$ cat src/verilog/dma_pkg.sv
// Shared constants and types for the descriptor-driven DMA engine
package dma_pkg;
  // Channel and level counts
  localparam int NUM_CH          = 4;
  localparam int CH_W            = 2;
  localparam int NUM_LVL         = 4;
  localparam int BEATS_PER_BURST = 1;
  // Stride of one descriptor entry, as a shift: sixteen bytes
  localparam int ENTRY_SHIFT     = 4;

  // Register offsets on the plain register port (byte addresses)
  localparam logic [7:0] OFS_CONTROL       = 8'h00;
  localparam logic [7:0] OFS_PRIORITY_CTRL = 8'h04;
  localparam logic [7:0] OFS_DESC_BASE     = 8'h08;
  localparam logic [7:0] OFS_WB_BASE       = 8'h0c;
  localparam logic [7:0] OFS_CH_SELECT     = 8'h10;
  localparam logic [7:0] OFS_CH_CTRL_A     = 8'h14;
  localparam logic [7:0] OFS_CH_CONFIG     = 8'h18;
  localparam logic [7:0] OFS_CH_STATUS     = 8'h1c;
  localparam logic [7:0] OFS_CH_INT_FLAGS  = 8'h20;
  localparam logic [7:0] OFS_PENDING       = 8'h24;
  localparam logic [7:0] OFS_BUSY          = 8'h28;
  localparam logic [7:0] OFS_LEVEL_EXEC    = 8'h2c;
  localparam logic [7:0] OFS_SW_TRIGGER    = 8'h30;

  // Register field positions
  localparam int CTRL_ENABLE_BIT  = 0;
  localparam int CTRL_LVL_EN_LSB  = 8;
  localparam int PRI_RR_EN_LSB    = 0;
  localparam int PRI_LAST_LSB     = 8;
  localparam int CHA_ENABLE_BIT   = 0;
  localparam int CHA_SUSPEND_BIT  = 1;
  localparam int CHA_RESUME_BIT   = 2;
  localparam int CFG_LVL_LSB      = 0;
  localparam int CFG_IE_TC_BIT    = 4;
  localparam int CFG_IE_SUSP_BIT  = 5;
  localparam int STAT_PEND_BIT    = 0;
  localparam int STAT_BUSY_BIT    = 1;
  localparam int STAT_FETCH_ERROR_STATUS_BIT    = 2;
  localparam int FLAG_TC_BIT      = 0;
  localparam int FLAG_SUSP_BIT    = 1;

  // Descriptor layout, 128 bits per entry
  localparam int DESC_VALID_BIT   = 0;
  localparam int DESC_BEAT_EV_BIT = 1;
  localparam int DESC_BLK_EV_BIT  = 2;
  localparam int DESC_ACTION_BIT  = 3;
  localparam int DESC_CNT_LSB     = 16;
  localparam int DESC_SRC_LSB     = 32;
  localparam int DESC_DST_LSB     = 64;
  localparam int DESC_NEXT_LSB    = 96;
  localparam logic [31:0] NULL_DESC_ADDR = 32'h0000_0000;

  // Block-end action encoding
  localparam logic ACTION_DISABLE = 1'b0;
  localparam logic ACTION_SUSPEND = 1'b1;

  // Engine sequencer states, one-hot
  typedef enum logic [7:0] {
    ST_IDLE       = 8'h01,
    ST_FETCH      = 8'h02,
    ST_READ       = 8'h04,
    ST_WRITE      = 8'h08,
    ST_WB_CNT     = 8'h10,
    ST_WB_FULL    = 8'h20,
    ST_FETCH_NEXT = 8'h40,
    ST_WB_NEXT    = 8'h80
  } engine_state_t;
endpackage

$ cat src/verilog/dma_descriptor_arbiter.sv
// Descriptor-driven DMA engine with priority and round-robin channel arbiter
//
// The register addresses and the plain strobed port were left to the implementer.
`timescale 1ns/100ps

module dma_descriptor_arbiter (
  input  wire logic                       sys_clk_in,
  input  wire logic                       rst_in,
  input  wire logic [7:0]                 reg_addr_in,
  input  wire logic [31:0]                reg_wdata_in,
  input  wire logic                       reg_write_in,
  input  wire logic                       reg_read_in,
  output logic      [31:0]                reg_rdata_out,
  input  wire logic [dma_pkg::NUM_CH-1:0] trigger_in,
  output logic                            fetch_req_out,
  output logic                            fetch_write_out,
  output logic      [31:0]                fetch_addr_out,
  output logic      [127:0]               fetch_wdata_out,
  input  wire logic                       fetch_ack_in,
  input  wire logic [127:0]               fetch_rdata_in,
  output logic                            data_req_out,
  output logic                            data_write_out,
  output logic      [31:0]                data_addr_out,
  output logic      [31:0]                data_wdata_out,
  input  wire logic                       data_ack_in,
  input  wire logic [31:0]                data_rdata_in,
  output logic                            beat_event_out,
  output logic                            block_event_out,
  output logic      [dma_pkg::CH_W-1:0]   event_channel_out
);
  localparam int N = dma_pkg::NUM_CH;
  localparam int W = dma_pkg::CH_W;
  localparam int L = dma_pkg::NUM_LVL;
  typedef struct packed {
    dma_pkg::engine_state_t st;
    logic                   eng_en;
    logic [L-1:0]           lvl_en;
    logic [L-1:0]           rr_en;
    logic [L-1:0][W-1:0]    last;
    logic [31:0]            base;
    logic [31:0]            wb;
    logic [W-1:0]           sel;
    logic [N-1:0]           en, susp, pend, busy;
    logic [N-1:0]           ongoing, ended, fetch_error_status;
    logic [N-1:0]           flag_tc, flag_susp, ie_tc, ie_susp;
    logic [N-1:0][1:0]      lvl;
    logic [W-1:0]           act_ch;
    logic                   act_valid;
    logic [127:0]           desc;
    logic [31:0]            f_addr;
    logic [127:0]           f_wdata;
    logic                   f_we;
    logic [31:0]            d_addr;
    logic [31:0]            d_wdata;
    logic                   d_we;
    logic [31:0]            rdata;
    logic                   beat_ev;
    logic                   block_ev;
    logic [W-1:0]           ev_ch;
  } engine_t;
  engine_t        s;
  engine_t        next_s;
  logic [N-1:0]   queue;
  logic [L-1:0]   lvl_exec;
  logic           win_found;
  logic [W-1:0]   win;
  logic [W-1:0]   arb_idx;
  logic [31:0]    act_desc_addr, act_wb_addr, win_desc_addr, win_wb_addr;
  logic [15:0]    cnt_dec;
  logic [127:0]   desc_done;
  // Queue excludes suspended and disabled channels; a suspended channel keeps its pend bit, disabling clears it
  assign queue = s.pend & s.en & ~s.susp;
  // Level executing bits, one per priority level
  for (genvar gl = 0; gl < L; gl++)
  begin : g_lvl
    logic [N-1:0] hit;
    for (genvar gc = 0; gc < N; gc++)
    begin : g_ch
      assign hit[gc] = (s.pend[gc] | s.busy[gc]) && (s.lvl[gc] == 2'(gl));
    end
    assign lvl_exec[gl] = |hit;
  end
  // Entry addresses; sharing one region works since both use the same stride
  assign act_desc_addr = s.base + (32'(s.act_ch) << dma_pkg::ENTRY_SHIFT);
  assign act_wb_addr   = s.wb + (32'(s.act_ch) << dma_pkg::ENTRY_SHIFT);
  assign win_desc_addr = s.base + (32'(win) << dma_pkg::ENTRY_SHIFT);
  assign win_wb_addr   = s.wb + (32'(win) << dma_pkg::ENTRY_SHIFT);

  // Count after one burst, and the finished descriptor with valid cleared
  assign cnt_dec = s.desc[dma_pkg::DESC_CNT_LSB +: 16] - 16'(dma_pkg::BEATS_PER_BURST);
  always_comb
  begin
    desc_done = s.desc;
    desc_done[dma_pkg::DESC_CNT_LSB +: 16] = cnt_dec;
    desc_done[dma_pkg::DESC_VALID_BIT] = 1'b0;
  end
  // Arbiter: highest enabled level first, then static or rotating order
  always_comb
  begin
    win_found = 1'b0;
    win       = '0;
    arb_idx   = '0;
    for (int l = L - 1; l >= 0; l--)
    begin
      for (int k = 0; k < N; k++)
      begin
        arb_idx = s.rr_en[l] ? s.last[l] + W'(1) + W'(k) : W'(k);
        if (!win_found && s.eng_en && s.lvl_en[l] && queue[arb_idx] &&
            s.lvl[arb_idx] == 2'(l))
        begin
          win_found = 1'b1;
          win       = arb_idx;
        end
      end
    end
  end

  // Next-state logic: register port, sequencer, then triggers so sets win
  always_comb
  begin
    next_s          = s;
    next_s.beat_ev  = 1'b0;
    next_s.block_ev = 1'b0;
    // Register reads answer one cycle later; unmapped reads return zero
    if (reg_read_in)
    begin
      case (reg_addr_in)
        dma_pkg::OFS_CONTROL:       next_s.rdata = {20'h0, s.lvl_en, 7'h0, s.eng_en};
        dma_pkg::OFS_PRIORITY_CTRL: next_s.rdata = {16'h0, s.last, 4'h0, s.rr_en};
        dma_pkg::OFS_DESC_BASE:    next_s.rdata = s.base;
        dma_pkg::OFS_WB_BASE:      next_s.rdata = s.wb;
        dma_pkg::OFS_CH_SELECT:    next_s.rdata = {30'h0, s.sel};
        dma_pkg::OFS_CH_CTRL_A:    next_s.rdata = {31'h0, s.en[s.sel]};
        dma_pkg::OFS_CH_CONFIG:
          next_s.rdata = {26'h0, s.ie_susp[s.sel], s.ie_tc[s.sel], 2'h0, s.lvl[s.sel]};
        dma_pkg::OFS_CH_STATUS:
          next_s.rdata = {29'h0, s.fetch_error_status[s.sel], s.busy[s.sel], s.pend[s.sel]};
        dma_pkg::OFS_CH_INT_FLAGS: next_s.rdata = {30'h0, s.flag_susp[s.sel], s.flag_tc[s.sel]};
        dma_pkg::OFS_PENDING:      next_s.rdata = {28'h0, s.pend};
        dma_pkg::OFS_BUSY:         next_s.rdata = {28'h0, s.busy};
        dma_pkg::OFS_LEVEL_EXEC:   next_s.rdata = {28'h0, lvl_exec};
        default:                   next_s.rdata = 32'h0;
      endcase
    end

    // Register writes; channel commands act on the selected channel
    if (reg_write_in)
    begin
      case (reg_addr_in)
        dma_pkg::OFS_CONTROL:
        begin
          next_s.eng_en = reg_wdata_in[dma_pkg::CTRL_ENABLE_BIT];
          next_s.lvl_en = reg_wdata_in[dma_pkg::CTRL_LVL_EN_LSB +: L];
        end
        dma_pkg::OFS_PRIORITY_CTRL: next_s.rr_en = reg_wdata_in[dma_pkg::PRI_RR_EN_LSB +: L];
        // Base addresses only move while the engine is off
        dma_pkg::OFS_DESC_BASE:     if (!s.eng_en) next_s.base = reg_wdata_in;
        dma_pkg::OFS_WB_BASE:       if (!s.eng_en) next_s.wb = reg_wdata_in;
        dma_pkg::OFS_CH_SELECT:     next_s.sel = reg_wdata_in[W-1:0];
        dma_pkg::OFS_CH_CTRL_A:
        begin
          next_s.en[s.sel] = reg_wdata_in[dma_pkg::CHA_ENABLE_BIT];
          if (!reg_wdata_in[dma_pkg::CHA_ENABLE_BIT])
          begin
            next_s.pend[s.sel]  = 1'b0;
            next_s.busy[s.sel]  = 1'b0;
            next_s.susp[s.sel]  = 1'b0;
            next_s.ended[s.sel] = 1'b0;
          end
          else if (reg_wdata_in[dma_pkg::CHA_SUSPEND_BIT])
          begin
            next_s.susp[s.sel] = 1'b1;
            next_s.busy[s.sel] = 1'b0;
          end
          else if (reg_wdata_in[dma_pkg::CHA_RESUME_BIT] && s.susp[s.sel])
          begin
            // Resuming past the last block has nowhere to go
            if (s.ended[s.sel])
            begin
              next_s.fetch_error_status[s.sel]      = 1'b1;
              next_s.flag_susp[s.sel] = 1'b1;
            end
            else
              next_s.susp[s.sel] = 1'b0;
          end
        end
        dma_pkg::OFS_CH_CONFIG:
        begin
          next_s.lvl[s.sel]     = reg_wdata_in[dma_pkg::CFG_LVL_LSB +: 2];
          next_s.ie_tc[s.sel]   = reg_wdata_in[dma_pkg::CFG_IE_TC_BIT];
          next_s.ie_susp[s.sel] = reg_wdata_in[dma_pkg::CFG_IE_SUSP_BIT];
        end
        // Write one to clear; a set later in this cycle still wins
        dma_pkg::OFS_CH_INT_FLAGS:
        begin
          if (reg_wdata_in[dma_pkg::FLAG_TC_BIT])   next_s.flag_tc[s.sel] = 1'b0;
          if (reg_wdata_in[dma_pkg::FLAG_SUSP_BIT]) next_s.flag_susp[s.sel] = 1'b0;
        end
        default: ;
      endcase
    end

    // Sequencer
    case (s.st)
      dma_pkg::ST_IDLE:
      begin
        if (s.act_valid && (!win_found || win != s.act_ch))
        begin
          // Park the outgoing channel's progress before anyone else loads
          next_s.f_addr  = act_wb_addr;
          next_s.f_wdata = s.desc;
          next_s.f_we    = 1'b1;
          next_s.st      = dma_pkg::ST_WB_CNT;
        end
        else if (win_found)
        begin
          next_s.pend[win]        = 1'b0;
          next_s.busy[win]        = 1'b1;
          next_s.last[s.lvl[win]] = win;
          next_s.act_ch           = win;
          if (s.act_valid)
          begin
            next_s.d_addr = s.desc[dma_pkg::DESC_SRC_LSB +: 32];
            next_s.d_we   = 1'b0;
            next_s.st     = dma_pkg::ST_READ;
          end
          else
          begin
            next_s.f_addr = s.ongoing[win] ? win_wb_addr : win_desc_addr;
            next_s.f_we   = 1'b0;
            next_s.st     = dma_pkg::ST_FETCH;
          end
        end
      end
      dma_pkg::ST_FETCH:
        if (fetch_ack_in)
        begin
          next_s.desc = fetch_rdata_in;
          if (!fetch_rdata_in[dma_pkg::DESC_VALID_BIT])
          begin
            next_s.susp[s.act_ch]      = 1'b1;
            next_s.fetch_error_status[s.act_ch]      = 1'b1;
            next_s.flag_susp[s.act_ch] = 1'b1;
            next_s.busy[s.act_ch]      = 1'b0;
            next_s.st                  = dma_pkg::ST_IDLE;
          end
          else
          begin
            next_s.act_valid        = 1'b1;
            next_s.ongoing[s.act_ch] = 1'b1;
            next_s.d_addr = fetch_rdata_in[dma_pkg::DESC_SRC_LSB +: 32];
            next_s.d_we   = 1'b0;
            next_s.st     = dma_pkg::ST_READ;
          end
        end
      dma_pkg::ST_READ:
        if (data_ack_in)
        begin
          next_s.d_wdata = data_rdata_in;
          next_s.d_addr  = s.desc[dma_pkg::DESC_DST_LSB +: 32];
          next_s.d_we    = 1'b1;
          next_s.st      = dma_pkg::ST_WRITE;
        end
      dma_pkg::ST_WRITE:
        if (data_ack_in)
        begin
          next_s.desc[dma_pkg::DESC_CNT_LSB +: 16] = cnt_dec;
          next_s.beat_ev = s.desc[dma_pkg::DESC_BEAT_EV_BIT];
          next_s.ev_ch   = s.act_ch;
          if (cnt_dec == 16'h0)
          begin
            next_s.desc    = desc_done;
            next_s.f_wdata = desc_done;
            next_s.f_addr  = act_wb_addr;
            next_s.f_we    = 1'b1;
            next_s.st      = dma_pkg::ST_WB_FULL;
          end
          else
          begin
            // Channel re-enters the queue and keeps its busy flag
            next_s.pend[s.act_ch] = next_s.en[s.act_ch];
            next_s.st             = dma_pkg::ST_IDLE;
          end
        end
      dma_pkg::ST_WB_FULL:
        if (fetch_ack_in)
        begin
          if (s.ie_tc[s.act_ch]) next_s.flag_tc[s.act_ch] = 1'b1;
          next_s.block_ev = s.desc[dma_pkg::DESC_BLK_EV_BIT];
          next_s.ev_ch    = s.act_ch;
          next_s.busy[s.act_ch] = 1'b0;
          next_s.act_valid      = 1'b0;
          if (s.desc[dma_pkg::DESC_NEXT_LSB +: 32] == dma_pkg::NULL_DESC_ADDR)
          begin
            next_s.ongoing[s.act_ch] = 1'b0;
            if (s.desc[dma_pkg::DESC_ACTION_BIT] == dma_pkg::ACTION_SUSPEND)
            begin
              next_s.susp[s.act_ch]  = 1'b1;
              next_s.ended[s.act_ch] = 1'b1;
              if (s.ie_susp[s.act_ch]) next_s.flag_susp[s.act_ch] = 1'b1;
            end
            else
            begin
              next_s.en[s.act_ch]   = 1'b0;
              next_s.pend[s.act_ch] = 1'b0;
            end
            next_s.st = dma_pkg::ST_IDLE;
          end
          else
          begin
            next_s.f_addr = s.desc[dma_pkg::DESC_NEXT_LSB +: 32];
            next_s.f_we   = 1'b0;
            next_s.st     = dma_pkg::ST_FETCH_NEXT;
          end
        end
      dma_pkg::ST_FETCH_NEXT:
        if (fetch_ack_in)
        begin
          next_s.f_wdata = fetch_rdata_in;
          next_s.f_addr  = act_wb_addr;
          next_s.f_we    = 1'b1;
          next_s.st      = dma_pkg::ST_WB_NEXT;
        end
      dma_pkg::ST_WB_NEXT:
        // Arbitration only resumes once the copy has landed
        if (fetch_ack_in)
          next_s.st = dma_pkg::ST_IDLE;
      dma_pkg::ST_WB_CNT:
        if (fetch_ack_in)
        begin
          next_s.act_valid = 1'b0;
          next_s.st        = dma_pkg::ST_IDLE;
        end
      default:
        next_s.st = dma_pkg::ST_IDLE;
    endcase
    // Triggers last, so a software trigger beats a grant clear in the same cycle; a hardware trigger is ignored while pend is set
    for (int i = 0; i < N; i++)
    begin
      if (trigger_in[i] && s.en[i] && !s.susp[i] && !s.pend[i])
        next_s.pend[i] = 1'b1;
      if (reg_write_in && reg_addr_in == dma_pkg::OFS_SW_TRIGGER && reg_wdata_in[i] &&
          s.en[i] && !s.susp[i])
        next_s.pend[i] = 1'b1;
    end
  end
  // State register
  always_ff @(posedge sys_clk_in)
  begin
    if (rst_in)
    begin
      s    <= '0;
      s.st <= dma_pkg::ST_IDLE;
    end
    else
      s <= next_s;
  end
  // Bus requests follow the state; addresses and data come from flops
  assign fetch_req_out     = s.st inside {dma_pkg::ST_FETCH, dma_pkg::ST_WB_CNT,
                             dma_pkg::ST_WB_FULL, dma_pkg::ST_FETCH_NEXT,
                             dma_pkg::ST_WB_NEXT};
  assign fetch_write_out   = s.f_we;
  assign fetch_addr_out    = s.f_addr;
  assign fetch_wdata_out   = s.f_wdata;
  assign data_req_out      = s.st inside {dma_pkg::ST_READ, dma_pkg::ST_WRITE};
  assign data_write_out    = s.d_we;
  assign data_addr_out     = s.d_addr;
  assign data_wdata_out    = s.d_wdata;
  assign reg_rdata_out     = s.rdata;
  assign beat_event_out    = s.beat_ev;
  assign block_event_out   = s.block_ev;
  assign event_channel_out = s.ev_ch;
endmodule

$ cat config.mk
export PLATFORM = sky130hd
export DESIGN_NAME = dma_descriptor_arbiter
export DESIGN_NICKNAME = d
export VERILOG_FILES = /design/src/verilog/dma_pkg.sv /design/src/verilog/dma_descriptor_arbiter.sv
export SDC_FILE = /design/constraint.sdc
export NUM_CORES = 2
export LEC_CHECK = 0
export ABC_CLOCK_PERIOD_IN_PS = 6100
export CORE_ASPECT_RATIO = 0.9
export CORE_MARGIN = 4
export CORE_UTILIZATION = 30
export DETAILED_ROUTE_END_ITERATION = 7
export DONT_BUFFER_PORTS = 1
export PLACE_DENSITY = 0.55
export SETUP_SLACK_MARGIN = 0.05
export SYNTH_ARGS = -nofsm -noshare
export SYNTH_HDL_FRONTEND = slang
export SYNTH_SLANG_ARGS = --single-unit
$ cat constraint.sdc
create_clock -name sys_clk_in -period 6.1 [get_ports sys_clk_in]
set_input_delay 0.305 -clock sys_clk_in [delete_from_list [all_inputs] [get_ports sys_clk_in]]
set_output_delay 0.305 -clock sys_clk_in [all_outputs]
set_load 0.01 [all_outputs]
==> flow_summary.toml <==
[run_status]
status = "completed"

[sta]
max_freq_mhz = 177.2
transition_time_of_the_tightest_slew_check_pin_ns = 1.230
final_hold_viol_count = 0
timing.final.crit_period_ns = 5.643
max_slew_violation_count = 0
worst_clock_skew_ns = 0.03707
unrepaired_setup_endpoints_after_global_routing = "false"
finish_stage_setup_viols = 0
fin_hold_ws_ns = 0.05299
tns_ns = 0
slew_headroom_pct = 17.89
fin_crit_share_pct = 92.51

[grt]
gr-total-overflow = 0
grt_pass1_vias = 25950
pin_count_of_the_biggest_net_entering_global_routing = 347
grt_pass1_wl_mm = 168.4
grtUsageTotal_pct = 21.46
grt.met3_usage_pct = 4.923
grtUsageMet1_pct = 28.81
grt_most_used_layer = "met2"
grt_antenna_before_repair = 8
met2_usage_pct = 34.47

[final_layout]
final_design_area_no_fill_mm2 = 0.03322
nets = 3891
area_delta_synth_final_pct = 16.46
commonest_non_fill_non_tap_cell_in_the_layout = "nand2_1"
mostFrequentLayoutCells = "nand2_1, dfxtp_1, a21oi_1, nor2_1, dlygate4sd3_1"
stdcell_count = 4980
drive_above_1_share_pct = 6.096

[detailed_routing]
drt_first_iter_violations = 2727
wl_mm = 113.3
wire_per_inst_um = 22.74
drtAntennaViolNets = 0
vias = 27190
viasPerCell = 5.460
drt-pass1-iter-count = 6
drc_errors = 0

[placement]
gp_congestion = 0.9284
dpl.hpwl_mm = 76.13
place.detailed.instances = 4523
placedInstanceArea_mm2 = 0.02759
port_buffers = 0

[synth]
synthesis.nets = 3972
synth-main-ff-cell = "dfxtp_1"
async_reset_ff_share_pct = 0
synth_enable_flop_cells = 0
yosysSeqAreaShare_pct = 37.62
synth_area_mm2 = 0.02852
netlist_instances = 3755
yosysWarnings = 0
yosys.cell_types.count = 88
syn-mean-instance-area_um2 = 7.597
yosys_register_bits = 536

[worst_setup_path]
setup.reg_to_reg.worst_slack_ns = 0.46
worst-path-max-fanout = 10
timing.rr.end = "fetch_addr_out[20]"
critical_path.startpoint_type = "flip-flop"
arrival_worst_endpoint_ns = 6.18
worstSetupPathType = "flip-flop to flip-flop"
reg2reg_from = "s[437]"
end_kind = "flip-flop"
worst-r2r-cell-count = 19
required_ns = 6.64

[min_path]
cell_count_of_the_worst_hold_path = 2
critical_hold_path_startpoint = "fetch_rdata_in[31]"
min_to = "fetch_wdata_out[31]"
hold_class = "input pin to flip-flop"

[clock_network]
number_of_buffers_inserted_to_repair_setup_after_cts = 0
htreeDepth = 2
cts-buffers-inserted = 60
cts_tree = "built"
cts_num_sinks = 536
cts_root_buffer = "clkbuf_16"
cts-root-to-sink-buffers = 3
clk_transition_reported_paths_ns = 0.06
clock_latency_ns = 0.67

[floorplanning]
initial_utilization_pct = 30.18
floorplan.core_area_mm2 = 0.09452
die_width_um = 333.0
row_count = 107
dieArea_mm2 = 0.1001
die-height_um = 300.5
num_io_pins = 474

[power]
power.ir.vdd_worst_mv = 0.1938
static-leakage-power_nw = 11.08
cellPowerDensity_mw_per_mm2 = 230.3
power_w = 0.007651

[job]
max-cap-violations = 0
## final cells by class
cell class	count	area, µm²
clock buffers	86	1730
flip-flops and latches	536	10730
diodes	3	7.507
well taps	1253	1568
repair buffers	400	3971
multi-input cells	2643	14700
fillers	10000	61300
clock inverters	26	387.9
inverters	33	123.9
## metrics by stage
| stage | util (%) | setup WS, ns |
|---|---|---|
| after global placement | 29.19 | 0.5828 |
| after CTS | 35.05 | 0.4135 |
| after floorplan | - | 0.7432 |
| final | 35.15 | 0.4569 |
| after detailed placement | 29.19 | 0.4345 |
| after global routing | 35.14 | 0.05947 |
## per-layer routing
layer / wire length (µm) / vias up / share of wire [%]
li1: - / 12760 / -
met1: 48880 / 13090 / 43
met2: 51280 / 1175 / 45
met3: 9873 / 164 / 8.7
met4: 3215 / 2 / 2.8
met5: 13 / - / 0.011
## cells in the mapped netlist, types with 9 or more instances
| master | count | share of area (%) |
|---|---|---|
| xnor2_1 | 32 | 0.98 |
| o31ai_1 | 12 | 0.32 |
| a311oi_1 | 118 | 3.6 |
| xor2_1 | 20 | 0.61 |
| buf_2 | 33 | 0.58 |
| o211ai_1 | 11 | 0.29 |
| nand2b_1 | 16 | 0.35 |
| nand3_1 | 71 | 1.2 |
| nor2b_1 | 21 | 0.46 |
| and2_1 | 14 | 0.31 |
| buf_1 | 13 | 0.17 |
| nand2_1 | 836 | 11 |
| nand4b_1 | 9 | 0.28 |
| a222oi_1 | 12 | 0.42 |
| a22o_1 | 30 | 0.92 |
| a21o_1 | 10 | 0.26 |
| a221oi_1 | 31 | 0.95 |
| buf_4 | 258 | 6.8 |
| o21a_1 | 9 | 0.24 |
| a21oi_1 | 404 | 7.1 |
| nand4_1 | 16 | 0.35 |
| o21ai_0 | 97 | 1.7 |
| clkbuf_1 | 234 | 3.1 |
| a211oi_1 | 31 | 0.82 |
| dfxtp_1 | 536 | 38 |
| and3_1 | 18 | 0.39 |
| mux2i_1 | 86 | 3.0 |
| nor2_1 | 381 | 5.0 |
| mux4_2 | 17 | 1.3 |
| nand3b_1 | 10 | 0.26 |
| nor3_1 | 48 | 0.84 |
| a22oi_1 | 49 | 1.3 |
| nor3b_1 | 12 | 0.32 |
| inv_1 | 31 | 0.41 |
| a221o_1 | 9 | 0.32 |
| a32oi_1 | 13 | 0.40 |
| or3_1 | 11 | 0.24 |
| o21ai_1 | 12 | 0.21 |
| a31oi_1 | 37 | 0.81 |
| nor4_1 | 28 | 0.61 |
## critical path, stage by stage (launching register included)
cell and delay (ns):
dfxtp_1 0.49, and4b_1 0.32, a32oi_1 0.25, o211ai_2 0.18
o41a_1 0.41, or4_1 0.54, nand3b_1 0.13, a211o_2 0.26
mux2i_1 0.38, mux2_4 0.24, mux2i_1 0.09, or2_2 0.31
fa_1 0.48, nor2_1 0.25, and2_1 0.23, nor2b_1 0.18
mux2_2 0.25, a21boi_0 0.10, o311ai_1 0.32, a21oi_1 0.11
## registers in the layout, indices dropped and copies added (netlist names)
name / flops
data_wdata_out: 32
event_channel_out: 2
desc_done: 111
fetch_wdata_out: 128
s: 163
block_event_out: 1
beat_event_out: 1
data_addr_out: 32
reg_rdata_out: 32
fetch_write_out: 1
fetch_addr_out: 32
data_write_out: 1
## worst max path at each step
stage / depth (start not counted) / endpoint / startpoint / slack [ns]
after floorplan: 24 / fetch_addr_out[20] / s[433] / 0.74
after detailed placement: 18 / fetch_addr_out[20] / s[522] / 0.43
after global routing: 19 / fetch_addr_out[20] / s[434] / 0.06
final: 19 / fetch_addr_out[20] / s[437] / 0.46
after CTS: 18 / fetch_addr_out[20] / s[522] / 0.41
after global placement: 18 / fetch_addr_out[20] / s[522] / 0.58
## kinds of logic (layout without fill, tap and decap cells)
family                     after synthesis  after routing  synth area share (%)
DFF                                    536            536                 37.62
other                                    0              3                     0
adders and majority gates                7              7                0.3597
xor gates and xnor gates                53             53                 1.654
buffers and inverters                  576            545                 11.25
muxes                                  112            112                 4.768
AOI/OAI and AO/OA                      944            944                 21.52
and+or+nand+nor                       1527           1527                 22.84
## power breakdown
group	total [W]	internal, W	switching [W]
Clock	0.00393	0.00232	0.00161
Combinational	0.000219	0.0000993	0.000119
Sequential	0.00350	0.00350	0.00000232
## what timing repair did
action / 4_1_cts / 5_1_grt
hold buffers: 339 / 1
hold endpoints to repair: 505 / 22
gates resized for setup: 0 / 3
setup endpoints to repair: 0 / 7
No activity file was read; power rests on OpenSTA's default activity.
